`src/pin_mux_pkg.sv`:
```
// Package with the constants and types of the pin function select and readback block
//
// Overview of operation
// RULE1 - Upper bit 4: C5 port or address 5
// RULE2 - Upper bit 0: C4 port or address 4
// RULE3 - Lower bit 12: C3 port or address 3
// RULE4 - Lower bits 8,4,0 select C2,C1,C0
// RULE5 - Reserved bits read zero; software writes zero
// RULE6 - Select bits reset 1 only ROM-off extension
// RULE7 - Software sets address function only in extension
// RULE8 - Pin-state bits show live port E levels
// RULE9 - Pin-state bits read-only, reset shows pin level
// RULE10 - Pin-state bits 11, 9, 5 read zero
// RULE11 - Pin levels pass two synchroniser flip-flops
package pin_mux_pkg;

  // ----------------------------------------------------------------
  // Register map (byte addresses, one word each)
  // ----------------------------------------------------------------
  localparam logic [7:0] OFS_C_UPPER   = 8'h00;
  localparam logic [7:0] OFS_C_LOWER   = 8'h04;
  localparam logic [7:0] OFS_E_STATE   = 8'h08;
  localparam logic [7:0] OFS_MODE_STAT = 8'h0C;

  // ----------------------------------------------------------------
  // Field positions
  // ----------------------------------------------------------------
  localparam int BIT_C5_SEL = 4;
  localparam int BIT_C4_SEL = 0;
  localparam int BIT_C3_SEL = 12;
  localparam int BIT_C2_SEL = 8;
  localparam int BIT_C1_SEL = 4;
  localparam int BIT_C0_SEL = 0;

  // Writable bits of each select register
  localparam logic [15:0] MASK_C_UPPER = 16'h0011;
  localparam logic [15:0] MASK_C_LOWER = 16'h1111;

  // Port E bits that have a pin (11, 9 and 5 have none)
  localparam logic [15:0] MASK_E_PINS  = 16'hF5DF;

  // ----------------------------------------------------------------
  // Reset values
  // ----------------------------------------------------------------
  localparam logic [15:0] RST_SEL_PORT = 16'h0000;
  localparam logic [5:0]  RST_SEL_NONE = 6'h00;
  localparam logic [5:0]  RST_SEL_ALL  = 6'h3F;
  localparam logic [31:0] RST_RDATA    = 32'h0000_0000;

  // ----------------------------------------------------------------
  // Widths and bus encodings
  // ----------------------------------------------------------------
  localparam int PORT_C_PINS = 6;
  localparam int PORT_E_PINS = 16;
  localparam int SYNC_STAGES = 2;
  localparam logic [1:0] HTRANS_NONSEQ = 2'h2;
  localparam logic [1:0] HTRANS_SEQ    = 2'h3;
  localparam logic       HRESP_OKAY    = 1'h0;

  // ----------------------------------------------------------------
  // Chip operating modes, as strapped
  // ----------------------------------------------------------------
  typedef enum logic [1:0] {
    MODE_SINGLE_CHIP,
    MODE_EXT_ROM_ON,
    MODE_EXT_ROM_OFF,
    MODE_ILLEGAL
  } op_mode_t;

  // Bus slave state
  typedef enum logic [1:0] {
    ST_IDLE,
    ST_WRITE,
    ST_READ_WAIT
  } bus_state_t;

endpackage

```
`src/level_sync.sv`:
```
// Multi-bit two-stage level synchroniser
`timescale 1ns/1ns
module level_sync #(
  parameter int WIDTH  = 16,
  parameter int STAGES = 2
) (
  // Clock
  input  wire logic             clk,
  // Data
  input  wire logic [WIDTH-1:0] dataIn,
  output logic      [WIDTH-1:0] dataOut
);

  // ----------------------------------------------------------------
  // Flip-flop chain
  // ----------------------------------------------------------------
  // No reset on purpose: the synchronised value must follow the pins
  // even while the block is held in reset.
  logic [WIDTH-1:0] stage_r [STAGES];

  always_ff @(posedge clk) begin
    stage_r[0] <= dataIn;
    for (int i = 1; i < STAGES; i++) begin
      stage_r[i] <= stage_r[i-1];
    end
  end

  assign dataOut = stage_r[STAGES-1];

endmodule // level_sync

```
`src/port_pin_function_select_readback.sv`:
```
// Port C pin function select and port E pin-state readback with AHB-Lite slave
`timescale 1ns/1ns
module port_pin_function_select_readback (
  // Clock and reset
  input  wire logic        ref_clk,
  input  wire logic        sys_rst,

  // Chip operating mode strap
  input  wire logic [1:0]  opMode,

  // AHB-Lite slave
  input  wire logic        hsel,
  input  wire logic [31:0] haddr,
  input  wire logic [1:0]  htrans,
  input  wire logic        hwrite,
  input  wire logic [2:0]  hsize,
  input  wire logic [31:0] hwdata,
  input  wire logic        hready,
  output logic      [31:0] hrdata,
  output logic             hreadyout,
  output logic             hresp,

  // General port C logic
  input  wire logic [5:0]  gpioCOut,
  input  wire logic [5:0]  gpioCOutEn,

  // External bus controller address lines 5..0
  input  wire logic [5:0]  busAddr,

  // Port C pins
  output logic      [5:0]  pinCOut,
  output logic      [5:0]  pinCOutEn,
  output logic      [5:0]  pinCAddrSel,

  // Port E pins
  input  wire logic [15:0] pinELevel
);

  // ----------------------------------------------------------------
  // Declarations
  // ----------------------------------------------------------------
  pin_mux_pkg::bus_state_t busState_r;
  pin_mux_pkg::bus_state_t busState_nxt;
  pin_mux_pkg::op_mode_t   opMode_r;

  logic [5:0]  sel_r;
  logic [5:0]  sel_nxt;
  logic [7:0]  addr_r;
  logic [31:0] hrdata_r;
  logic        hreadyout_r;
  logic        hresp_r;
  logic [5:0]  pinCOut_r;
  logic [5:0]  pinCOutEn_r;
  logic [15:0] eState_r;
  logic [15:0] eSync;
  logic [15:0] upperWord_c;
  logic [15:0] lowerWord_c;
  logic [5:0]  pinCAddrSel_r;

  wire        transValid;
  wire        takeWrite;
  wire        takeRead;
  wire        wrUpper;
  wire        wrLower;
  wire [15:0] wrData;
  wire [15:0] upperWord;
  wire [15:0] lowerWord;
  wire [15:0] modeWord;
  wire [31:0] readMux;
  wire        romOffExt;
  wire        singleChip;
  wire [5:0]  selReset;
  wire [5:0]  selEffective;
  wire        hitUpper;
  wire        hitLower;
  wire        hitEState;
  wire        hitMode;
  wire        pinC5AddrSelect;
  wire        pinC4AddrSelect;
  wire        pinC3AddrSelect;
  wire        pinC2AddrSelect;
  wire        pinC1AddrSelect;
  wire        pinC0AddrSelect;
  wire [31:0] rdUpper;
  wire [31:0] rdLower;
  wire [31:0] rdEState;
  wire [31:0] rdMode;

  // ----------------------------------------------------------------
  // Port E pin synchroniser
  // ----------------------------------------------------------------
  level_sync #(
    .WIDTH  (pin_mux_pkg::PORT_E_PINS),
    .STAGES (pin_mux_pkg::SYNC_STAGES)
  ) u_eSync (
    .clk     (ref_clk),
    .dataIn  (pinELevel),
    .dataOut (eSync)                                   // see RULE11
  );

  // The state register keeps sampling during reset, so its value after
  // reset is the pin level and not a constant.
  always_ff @(posedge ref_clk) begin
    eState_r <= eSync & pin_mux_pkg::MASK_E_PINS;      // see RULE8 see RULE9 see RULE10
  end

  // ----------------------------------------------------------------
  // Operating mode strap
  // ----------------------------------------------------------------
  // The strap is caught on every clock of reset and frozen after it,
  // so a strap that moves later cannot change the pin functions.
  always_ff @(posedge ref_clk) begin
    if (sys_rst) begin
      opMode_r <= pin_mux_pkg::op_mode_t'(opMode);
    end
  end

  assign romOffExt  = (opMode == pin_mux_pkg::MODE_EXT_ROM_OFF);
  assign singleChip = (opMode_r == pin_mux_pkg::MODE_SINGLE_CHIP);
  assign selReset   = romOffExt ? pin_mux_pkg::RST_SEL_ALL
                                : pin_mux_pkg::RST_SEL_NONE; // see RULE6

  // ----------------------------------------------------------------
  // Bus decode
  // ----------------------------------------------------------------
  assign transValid = hsel && hready &&
                      (htrans == pin_mux_pkg::HTRANS_NONSEQ ||
                       htrans == pin_mux_pkg::HTRANS_SEQ);
  assign takeWrite  = transValid && hwrite;
  assign takeRead   = transValid && !hwrite;

  // One decode of the held address serves both the write and read paths
  assign hitUpper  = (addr_r == pin_mux_pkg::OFS_C_UPPER);
  assign hitLower  = (addr_r == pin_mux_pkg::OFS_C_LOWER);
  assign hitEState = (addr_r == pin_mux_pkg::OFS_E_STATE);
  assign hitMode   = (addr_r == pin_mux_pkg::OFS_MODE_STAT);

  assign wrUpper = (busState_r == pin_mux_pkg::ST_WRITE) && hitUpper;
  assign wrLower = (busState_r == pin_mux_pkg::ST_WRITE) && hitLower;
  assign wrData  = hwdata[15:0];

  // ----------------------------------------------------------------
  // Select bit update
  // ----------------------------------------------------------------
  // Only the select bits are stored; reserved bits have no storage.
  always_comb begin
    sel_nxt = sel_r;
    if (wrUpper) begin
      sel_nxt[5] = wrData[pin_mux_pkg::BIT_C5_SEL];    // see RULE1
      sel_nxt[4] = wrData[pin_mux_pkg::BIT_C4_SEL];    // see RULE2
    end
    if (wrLower) begin
      sel_nxt[3] = wrData[pin_mux_pkg::BIT_C3_SEL];    // see RULE3
      sel_nxt[2] = wrData[pin_mux_pkg::BIT_C2_SEL];    // see RULE4
      sel_nxt[1] = wrData[pin_mux_pkg::BIT_C1_SEL];    // see RULE4
      sel_nxt[0] = wrData[pin_mux_pkg::BIT_C0_SEL];    // see RULE4
    end
  end

  always_ff @(posedge ref_clk) begin
    if (sys_rst) begin
      sel_r <= selReset;                               // see RULE6
    end else begin
      sel_r <= sel_nxt;
    end
  end

  // ----------------------------------------------------------------
  // Register read view
  // ----------------------------------------------------------------
  // Stored bits shown as the stored value, not the effective one
  assign pinC5AddrSelect = sel_r[5];
  assign pinC4AddrSelect = sel_r[4];
  assign pinC3AddrSelect = sel_r[3];
  assign pinC2AddrSelect = sel_r[2];
  assign pinC1AddrSelect = sel_r[1];
  assign pinC0AddrSelect = sel_r[0];

  always_comb begin
    upperWord_c = pin_mux_pkg::RST_SEL_PORT;
    upperWord_c[pin_mux_pkg::BIT_C5_SEL] = pinC5AddrSelect;  // see RULE1
    upperWord_c[pin_mux_pkg::BIT_C4_SEL] = pinC4AddrSelect;  // see RULE2
  end

  always_comb begin
    lowerWord_c = pin_mux_pkg::RST_SEL_PORT;
    lowerWord_c[pin_mux_pkg::BIT_C3_SEL] = pinC3AddrSelect;  // see RULE3
    lowerWord_c[pin_mux_pkg::BIT_C2_SEL] = pinC2AddrSelect;  // see RULE4
    lowerWord_c[pin_mux_pkg::BIT_C1_SEL] = pinC1AddrSelect;  // see RULE4
    lowerWord_c[pin_mux_pkg::BIT_C0_SEL] = pinC0AddrSelect;  // see RULE4
  end

  assign upperWord = upperWord_c & pin_mux_pkg::MASK_C_UPPER; // see RULE5
  assign lowerWord = lowerWord_c & pin_mux_pkg::MASK_C_LOWER; // see RULE5
  assign modeWord  = {14'h0000, opMode_r};

  assign rdUpper  = {16'h0000, upperWord};
  assign rdLower  = {16'h0000, lowerWord};
  assign rdEState = {16'h0000, eState_r};
  assign rdMode   = {16'h0000, modeWord};

  // Unmapped offsets read as zero with an OKAY response.
  assign readMux = hitUpper  ? rdUpper  :
                   hitLower  ? rdLower  :
                   hitEState ? rdEState :
                   hitMode   ? rdMode   :
                               pin_mux_pkg::RST_RDATA;

  // ----------------------------------------------------------------
  // Bus slave state machine
  // ----------------------------------------------------------------
  // Writes finish with no wait state. Reads take one wait state so
  // that a read right after a write sees the written value.
  always_comb begin
    busState_nxt = busState_r;
    unique case (busState_r)
      pin_mux_pkg::ST_IDLE,
      pin_mux_pkg::ST_WRITE: begin
        if (takeWrite) begin
          busState_nxt = pin_mux_pkg::ST_WRITE;
        end else if (takeRead) begin
          busState_nxt = pin_mux_pkg::ST_READ_WAIT;
        end else begin
          busState_nxt = pin_mux_pkg::ST_IDLE;
        end
      end
      pin_mux_pkg::ST_READ_WAIT: begin
        busState_nxt = pin_mux_pkg::ST_IDLE;
      end
      default: begin
        busState_nxt = pin_mux_pkg::ST_IDLE;
      end
    endcase
  end

  always_ff @(posedge ref_clk) begin
    if (sys_rst) begin
      busState_r <= pin_mux_pkg::ST_IDLE;
    end else begin
      busState_r <= busState_nxt;
    end
  end

  always_ff @(posedge ref_clk) begin
    if (sys_rst) begin
      addr_r <= 8'h00;
    end else if (transValid) begin
      addr_r <= {haddr[7:2], 2'h0};
    end
  end

  // Pin-state and mode writes hit no storage and are dropped.
  always_ff @(posedge ref_clk) begin
    if (sys_rst) begin
      hreadyout_r <= 1'h1;
    end else begin
      hreadyout_r <= !(busState_nxt == pin_mux_pkg::ST_READ_WAIT);
    end
  end

  // Read data is held until the next read so a slow master still sees it
  always_ff @(posedge ref_clk) begin
    if (sys_rst) begin
      hrdata_r <= pin_mux_pkg::RST_RDATA;
    end else if (busState_r == pin_mux_pkg::ST_READ_WAIT) begin
      hrdata_r <= readMux;                             // see RULE9
    end
  end

  always_ff @(posedge ref_clk) begin
    if (sys_rst) begin
      hresp_r <= pin_mux_pkg::HRESP_OKAY;
    end else begin
      hresp_r <= pin_mux_pkg::HRESP_OKAY;
    end
  end

  // ----------------------------------------------------------------
  // Port C pin multiplexer
  // ----------------------------------------------------------------
  // Software must not pick the address function in single-chip mode;
  // should it do so, the pin stays with the port so no stray address
  // is driven. The stored bit still reads back as written.
  assign selEffective = singleChip ? pin_mux_pkg::RST_SEL_NONE : sel_r; // see RULE7

  genvar g;
  for (g = 0; g < pin_mux_pkg::PORT_C_PINS; g++) begin : g_pinC
    always_ff @(posedge ref_clk) begin
      if (sys_rst) begin
        pinCOut_r[g]   <= 1'h0;
        pinCOutEn_r[g] <= 1'h0;
      end else if (selEffective[g]) begin
        pinCOut_r[g]   <= busAddr[g];                  // see RULE1 see RULE2 see RULE3 see RULE4
        pinCOutEn_r[g] <= 1'h1;
      end else begin
        pinCOut_r[g]   <= gpioCOut[g];
        pinCOutEn_r[g] <= gpioCOutEn[g];
      end
    end
  end

  always_ff @(posedge ref_clk) begin
    if (sys_rst) begin
      pinCAddrSel_r <= pin_mux_pkg::RST_SEL_NONE;
    end else begin
      pinCAddrSel_r <= selEffective;
    end
  end

  // ----------------------------------------------------------------
  // Outputs
  // ----------------------------------------------------------------
  assign hrdata      = hrdata_r;
  assign hreadyout   = hreadyout_r;
  assign hresp       = hresp_r;
  assign pinCOut     = pinCOut_r;
  assign pinCOutEn   = pinCOutEn_r;
  assign pinCAddrSel = pinCAddrSel_r;

  // Size is ignored: every access is treated as a whole word.
  wire unusedBits = ^{haddr[31:8], haddr[1:0], hsize, hwdata[31:16]};

endmodule // port_pin_function_select_readback

```
`config.mk`:
```
export PLATFORM = sky130hd
export DESIGN_NAME = port_pin_function_select_readback
export DESIGN_NICKNAME = d
export VERILOG_FILES = /design/src/pin_mux_pkg.sv /design/src/level_sync.sv /design/src/port_pin_function_select_readback.sv
export SDC_FILE = /design/constraint.sdc
export NUM_CORES = 1
export LEC_CHECK = 0
export BUFFER_PORTS_ARGS = -buffer_cell sky130_fd_sc_hd__clkbuf_2
export CAP_MARGIN = 20
export CORE_MARGIN = 5
export CORE_UTILIZATION = 25
export DETAILED_ROUTE_END_ITERATION = 8
export GPL_ROUTABILITY_DRIVEN = 0
export PLACE_DENSITY = 0.6
export RECOVER_POWER = 25
export REMOVE_ABC_BUFFERS = 1
export SYNTH_ARGS = -nofsm -noshare
export SYNTH_HDL_FRONTEND = slang
export SYNTH_SLANG_ARGS = --single-unit
```
`constraint.sdc`:
```
create_clock -name ref_clk -period 3.5 [get_ports ref_clk]
set_input_delay 0.525 -clock ref_clk [delete_from_list [all_inputs] [get_ports ref_clk]]
set_output_delay 0.525 -clock ref_clk [all_outputs]
set_load 0.1 [all_outputs]
```
======== Yosys cells after proc, flatten, opt, wreduce, memory -nomap -nowiden ========
Memory sizes are Yosys's and may differ from the RTL's. A register that Yosys moved wholly into a read port is not among the register bits.
Index checks and enable logic that the tools add are counted.
cells by class
  equal/unequal tests ..................... 9
  multiplexer cells ....................... 24
  reductions and logical operators ........ 15
operators by type and width
  cell                  number
  $mux W16              3
  $mux W6               3
  $eq A6 B2 Y1 const B  2
  $mux W1               12
  $eq A2 B2 Y1 const B  5
  $mux W2               5
  $logic_not A8 Y1      1
  $eq A6 B1 Y1 const B  1
  $logic_and A1 B1 Y1   6
  $logic_not A2 Y1      2
  $mux W4               1
  $reduce_bool A2 Y1    2
  $eq A2 B1 Y1 const B  1
  $logic_not A1 Y1      2
  $reduce_or A2 Y1      1
  $logic_or A1 B1 Y1    1
storage, ports and cells
  register bits ........................... 67
  RAM bits ................................ 32
  bits of input ports ..................... 110
  word-level logic and storage cells ...... 69
  memories kept ........................... 1
memories
  memory           depth  bits a word  read ports  clocked after memory_dff  write ports  line              text
  u_eSync.stage_r  2      16           2           1                         2            level_sync.sv:19  logic [WIDTH-1:0] stage_r [STAGES];

======== Depth between registers and ports, before layout ========
  depth in word-level cells ............... 9
  gate-level depth with buffers ........... 5

======== By module ========
Synthesis repeated with hierarchy kept, for this count alone.
unflattened totals
  cells, all modules ...................... 260
  area, all modules ....................... 2989.1 sq um
modules (own cells, without submodules)
  module                             times used  cells each  area an instance (sq um)  sequential area each (sq um)
  port_pin_function_select_readback  1           212         2228.4                    1301.2
  level_sync                         1           48          760.7                     640.6

======== Worst setup path after synthesis ========
OpenSTA, ideal clock, no wires.
  kind .................................... reg-to-reg
  from .................................... reg addr_r[7]
  to ...................................... reg sel_r[4] (enable)
  data arrival time ....................... 1.266 ns
  setup slack ............................. 1.938 ns
  stages on the path, launching flop included .. 4
  path buffers ............................ 0
  path through ............................ dfxtp_1 > or4_4 > nor3_1 > a21o_1
on the way
  longest elaborated chain between the ends .. 3
ends and longest elaborated chain
  element                              line                                      text
  from (decl)                          port_pin_function_select_readback.sv:48   logic [7:0] addr_r;
  from (signal assigned)               port_pin_function_select_readback.sv:248  addr_r <= {haddr[7:2], 2'h0};
  $logic_not A8 Y1                     port_pin_function_select_readback.sv:133  assign hitUpper = (addr_r == pin_mux_pkg::OFS_C_UPPER);
  $logic_and A1 B1 Y1                  port_pin_function_select_readback.sv:138  assign wrUpper = (busState_r == pin_mux_pkg::ST_WRITE) && hitUpper;
  $reduce_bool A2 Y1 (no source line)  --
  to (signal assigned)                 port_pin_function_select_readback.sv:162  sel_r <= selReset;
  to (signal assigned)                 port_pin_function_select_readback.sv:164  sel_r <= sel_nxt;
  to (decl)                            port_pin_function_select_readback.sv:46   logic [5:0] sel_r;
Every way passes these cells.
A chain may end at the register's enable or synchronous reset.

======== Worst setup path in the final report ========
  from .................................... reg addr_r[7]
  to ...................................... reg hrdata_r[15], in the netlist hrdata[15]
on the way
  longest elaborated chain between the ends .. 4
  elaborated cells on any way between the ends .. 6
  classes of those cells .................. 2 x eq/ne; 3 x mux; 1 x reduce/logical
ends and longest elaborated chain
  element               line                                      text
  $eq A6 B2 Y1          port_pin_function_select_readback.sv:135  assign hitEState = (addr_r == pin_mux_pkg::OFS_E_STATE);
  $mux W16              port_pin_function_select_readback.sv:205  hitEState ? rdEState :
  $mux W16              port_pin_function_select_readback.sv:204  hitLower ? rdLower :
  $mux W16 *            port_pin_function_select_readback.sv:203  assign readMux = hitUpper ? rdUpper :
  to (signal assigned)  port_pin_function_select_readback.sv:264  hrdata_r <= pin_mux_pkg::RST_RDATA;
  to (signal assigned)  port_pin_function_select_readback.sv:266  hrdata_r <= readMux;
  to (decl)             port_pin_function_select_readback.sv:49   logic [31:0] hrdata_r;
Mark *: on every way between the ends. The rest lies on a longest branch, timed or not.

==> impl_metrics.toml <==
[power]
switching_share = 0.328
p_clk_frac = 0.330
peakVddDrop_uv = 182
cellLeakagePower_nw = 1.54
switchingPower_uw = 677
power_density_nw_per_um2 = 614
combPwrFrac = 0.149
intPower_mw = 1.39
power_frac_seq = 0.521

[sta]
fin_setup_tns_ns = 0
min_period_ns = 1.75
relSlewSlack = 0.536
finalClockSkew_ns = 0.0115
postLayoutSetupSlackWorst_ns = 1.75
hold_violations = 0
worst_pin_slew_ns = 0.696
finalSetupViolations = 0
slew_viol_final = 0
fmax_mhz = 571
finalCritPeriodShare = 0.500
rsz0062_at_grt = "no"

[setup_path]
rr_startpoint = "addr_r[7]$_SDFFE_PP0N_"
worst_r2r_endpoint = "hrdata[15]$_SDFFE_PP0N_"
r2r_cells = 4
crit_type = "register to register"
crit_path_end = "hrdata[15]$_SDFFE_PP0N_"
cp_max_fo = 8
critical_path_arrival_ns = 2.04
ff2ff_setup_slack_ns = 1.75
cp-startpoint = "addr_r[7]$_SDFFE_PP0N_"
end_kind = "register"
required_ns = 3.79
startpoint_type = "register"

[die]
ios = 162
core-area_um2 = 10700
start_util = 0.252
std_cell_rows = 38
die_x_um = 114
die_h_um = 114
die-area_um2 = 13000

[finish]
drive_above_1_share = 0.309
nets = 429
syn_to_final_growth_pct = 24.8
antenna_cells = 0

[clock_network]
post_cts_resized = 0
ctsRootBufferMaster = "clkbuf_8"
htreeDepth = 3
clockBufferDepth = 2
post_cts_buffers = 0
clk_pin_slew_worst_paths_ns = 0.10
cts_hold_buf = 0
cts_buffers = 9
cts.sinks = 87
clk-insertion-delay-late_ns = 0.35
tritoncts = "done"

[route]
wl_per_cell_um = 12.3
ant_nets = 0
detailroute.via_count = 1814
routed_wl_mm = 5.72
drc = 0
drtIter0Drc = 130
first_pass_iters = 4
viasPerCell = 3.91

[synth]
synth_common_cells = "dfxtp_1 (79), nor2_1 (24), buf_4 (20)"
synth_top_area_frac = 0.587
synth.distinct_cells = 32
synth.cell_area_um2 = 2690
synth_largest_area_cell = "dfxtp_1"
async_flop_share = 0
ys.flop_type = "dfxtp_1"
ys_seq_area_frac = 0.676
synth_most_common_cell = "dfxtp_1"
synth_seq_cells = 87
yosysWarnings = 0
syn-instance-count = 237
synth_edf_count = 8
postSynthAreaPerCell_um2 = 11.4
synthTopCellsByArea = "dfxtp_1 (59%), edfxtp_1 (8.9%), buf_4 (5.6%)"

[global_routing]
antenna_found_initial = 0
grt_max_degree = 28
grt_pass1_wl_mm = 8.52
track_usage = 0.0863
grt_pass1_vias = 1734
grt.overflow.total = 0

[min_path]
worstHoldPathType = "input port to register"

[place]
place_hpwl_mm = 4.16
place_ws_ns = 1.75
portBuffers = 80

[status]
outcome = "finished clean"

[run]
maxCapViolCount = 0
## power by group through the flow
stage | logic [mW] | clock network (mW) | registers [mW]
final | 0.307 | 0.682 | 1.08
after floorplan | 0.136 | 0 | 1.20
after CTS | 0.309 | 0.718 | 1.08
after global placement | 0.305 | 0 | 1.10
after detailed placement | 0.309 | 0 | 1.10
after global routing | 0.321 | 0.762 | 1.08
## flip-flops by register name, indices dropped and copies added (netlist names)
signal           cells
hreadyout            1
busState_r           2
pinCOutEn            6
eState_r            13
sel_r                6
pinCAddrSel          6
addr_r               6
hrdata              13
u_eSync.stage_r     26
opMode_r             2
pinCOut              6
## cell type report
cell class | count | area [um2]
Clock inverter | 7 | 75.1
Clock buffer | 9 | 124
Timing Repair Buffer | 81 | 407
Multi-Input combinational cell | 133 | 732
Tap cell | 140 | 175
Sequential cell | 87 | 1820
Inverter | 7 | 26.3
Fill cell | 1117 | 7340
## routing by layer
metal | track usage | up-vias | part of all wire
li1 | - | 923 | -
met1 | 0.0990 | 816 | 0.42
met2 | 0.141 | 67 | 0.47
met3 | 0.0393 | 8 | 0.098
met4 | 0.0340 | 0 | 0.013
met5 | 0 | - | 0
## critical path: stages, from the launching register on
cell and delay (ns):
dfxtp_1 0.32, or4_4 0.58, nor4_4 0.53, a22oi_1 0.13, nor2_1 0.13
## worst min-delay path by stage
stage | start | end | slack [ns] | cells after the start
6_report | pinELevel[14] | u_eSync.stage_r[0][14]$_DFF_P_ | 0.26 | 1
5_1_grt | pinELevel[14] | u_eSync.stage_r[0][14]$_DFF_P_ | 0.24 | 1
4_1_cts | pinELevel[14] | u_eSync.stage_r[0][14]$_DFF_P_ | 0.24 | 1
3_5_place_dp | u_eSync.stage_r[1][2]$_DFF_P_ | eState_r[2]$_DFF_P_ | 0.31 | 0
3_3_place_gp | u_eSync.stage_r[1][6]$_DFF_P_ | eState_r[6]$_DFF_P_ | 0.31 | 0
2_1_floorplan | u_eSync.stage_r[1][0]$_DFF_P_ | eState_r[0]$_DFF_P_ | 0.31 | 0
## stage by stage
stage / hold slack [ns] / power [mW] / instance area [um2] / utilization / cells
floorplan: 0.310 / 1.34 / 2580 / - / 227
global placement: 0.310 / 1.40 / 3160 / 0.296 / 448
detailed placement: 0.312 / 1.41 / 3160 / 0.296 / 448
CTS: 0.237 / 2.10 / 3360 / 0.314 / 464
global route: 0.236 / 2.17 / 3360 / 0.314 / 464
finish: 0.264 / 2.06 / 3360 / 0.314 / 464
## cells by family after synthesis
| logic type | share of synthesized area |
|---|---|
| DFF | 0.676 |
| buffers and inverters | 0.0785 |
| AOI/OAI and AO/OA | 0.0901 |
| and+or+nand+nor | 0.127 |
| other | 0.00139 |
| muxes | 0.0265 |
## placed cells by master (no fill, tap or decap), drive strengths merged, types with 7 or more instances in the layout
cell type   n
a21oi      13
a22oi      10
and2        7
clkbuf     89
conb       20
dfxtp      79
edfxtp      8
inv        11
nand2      15
nand3       8
nor2       24
Note: power is estimated with default switching activity, not from simulation.
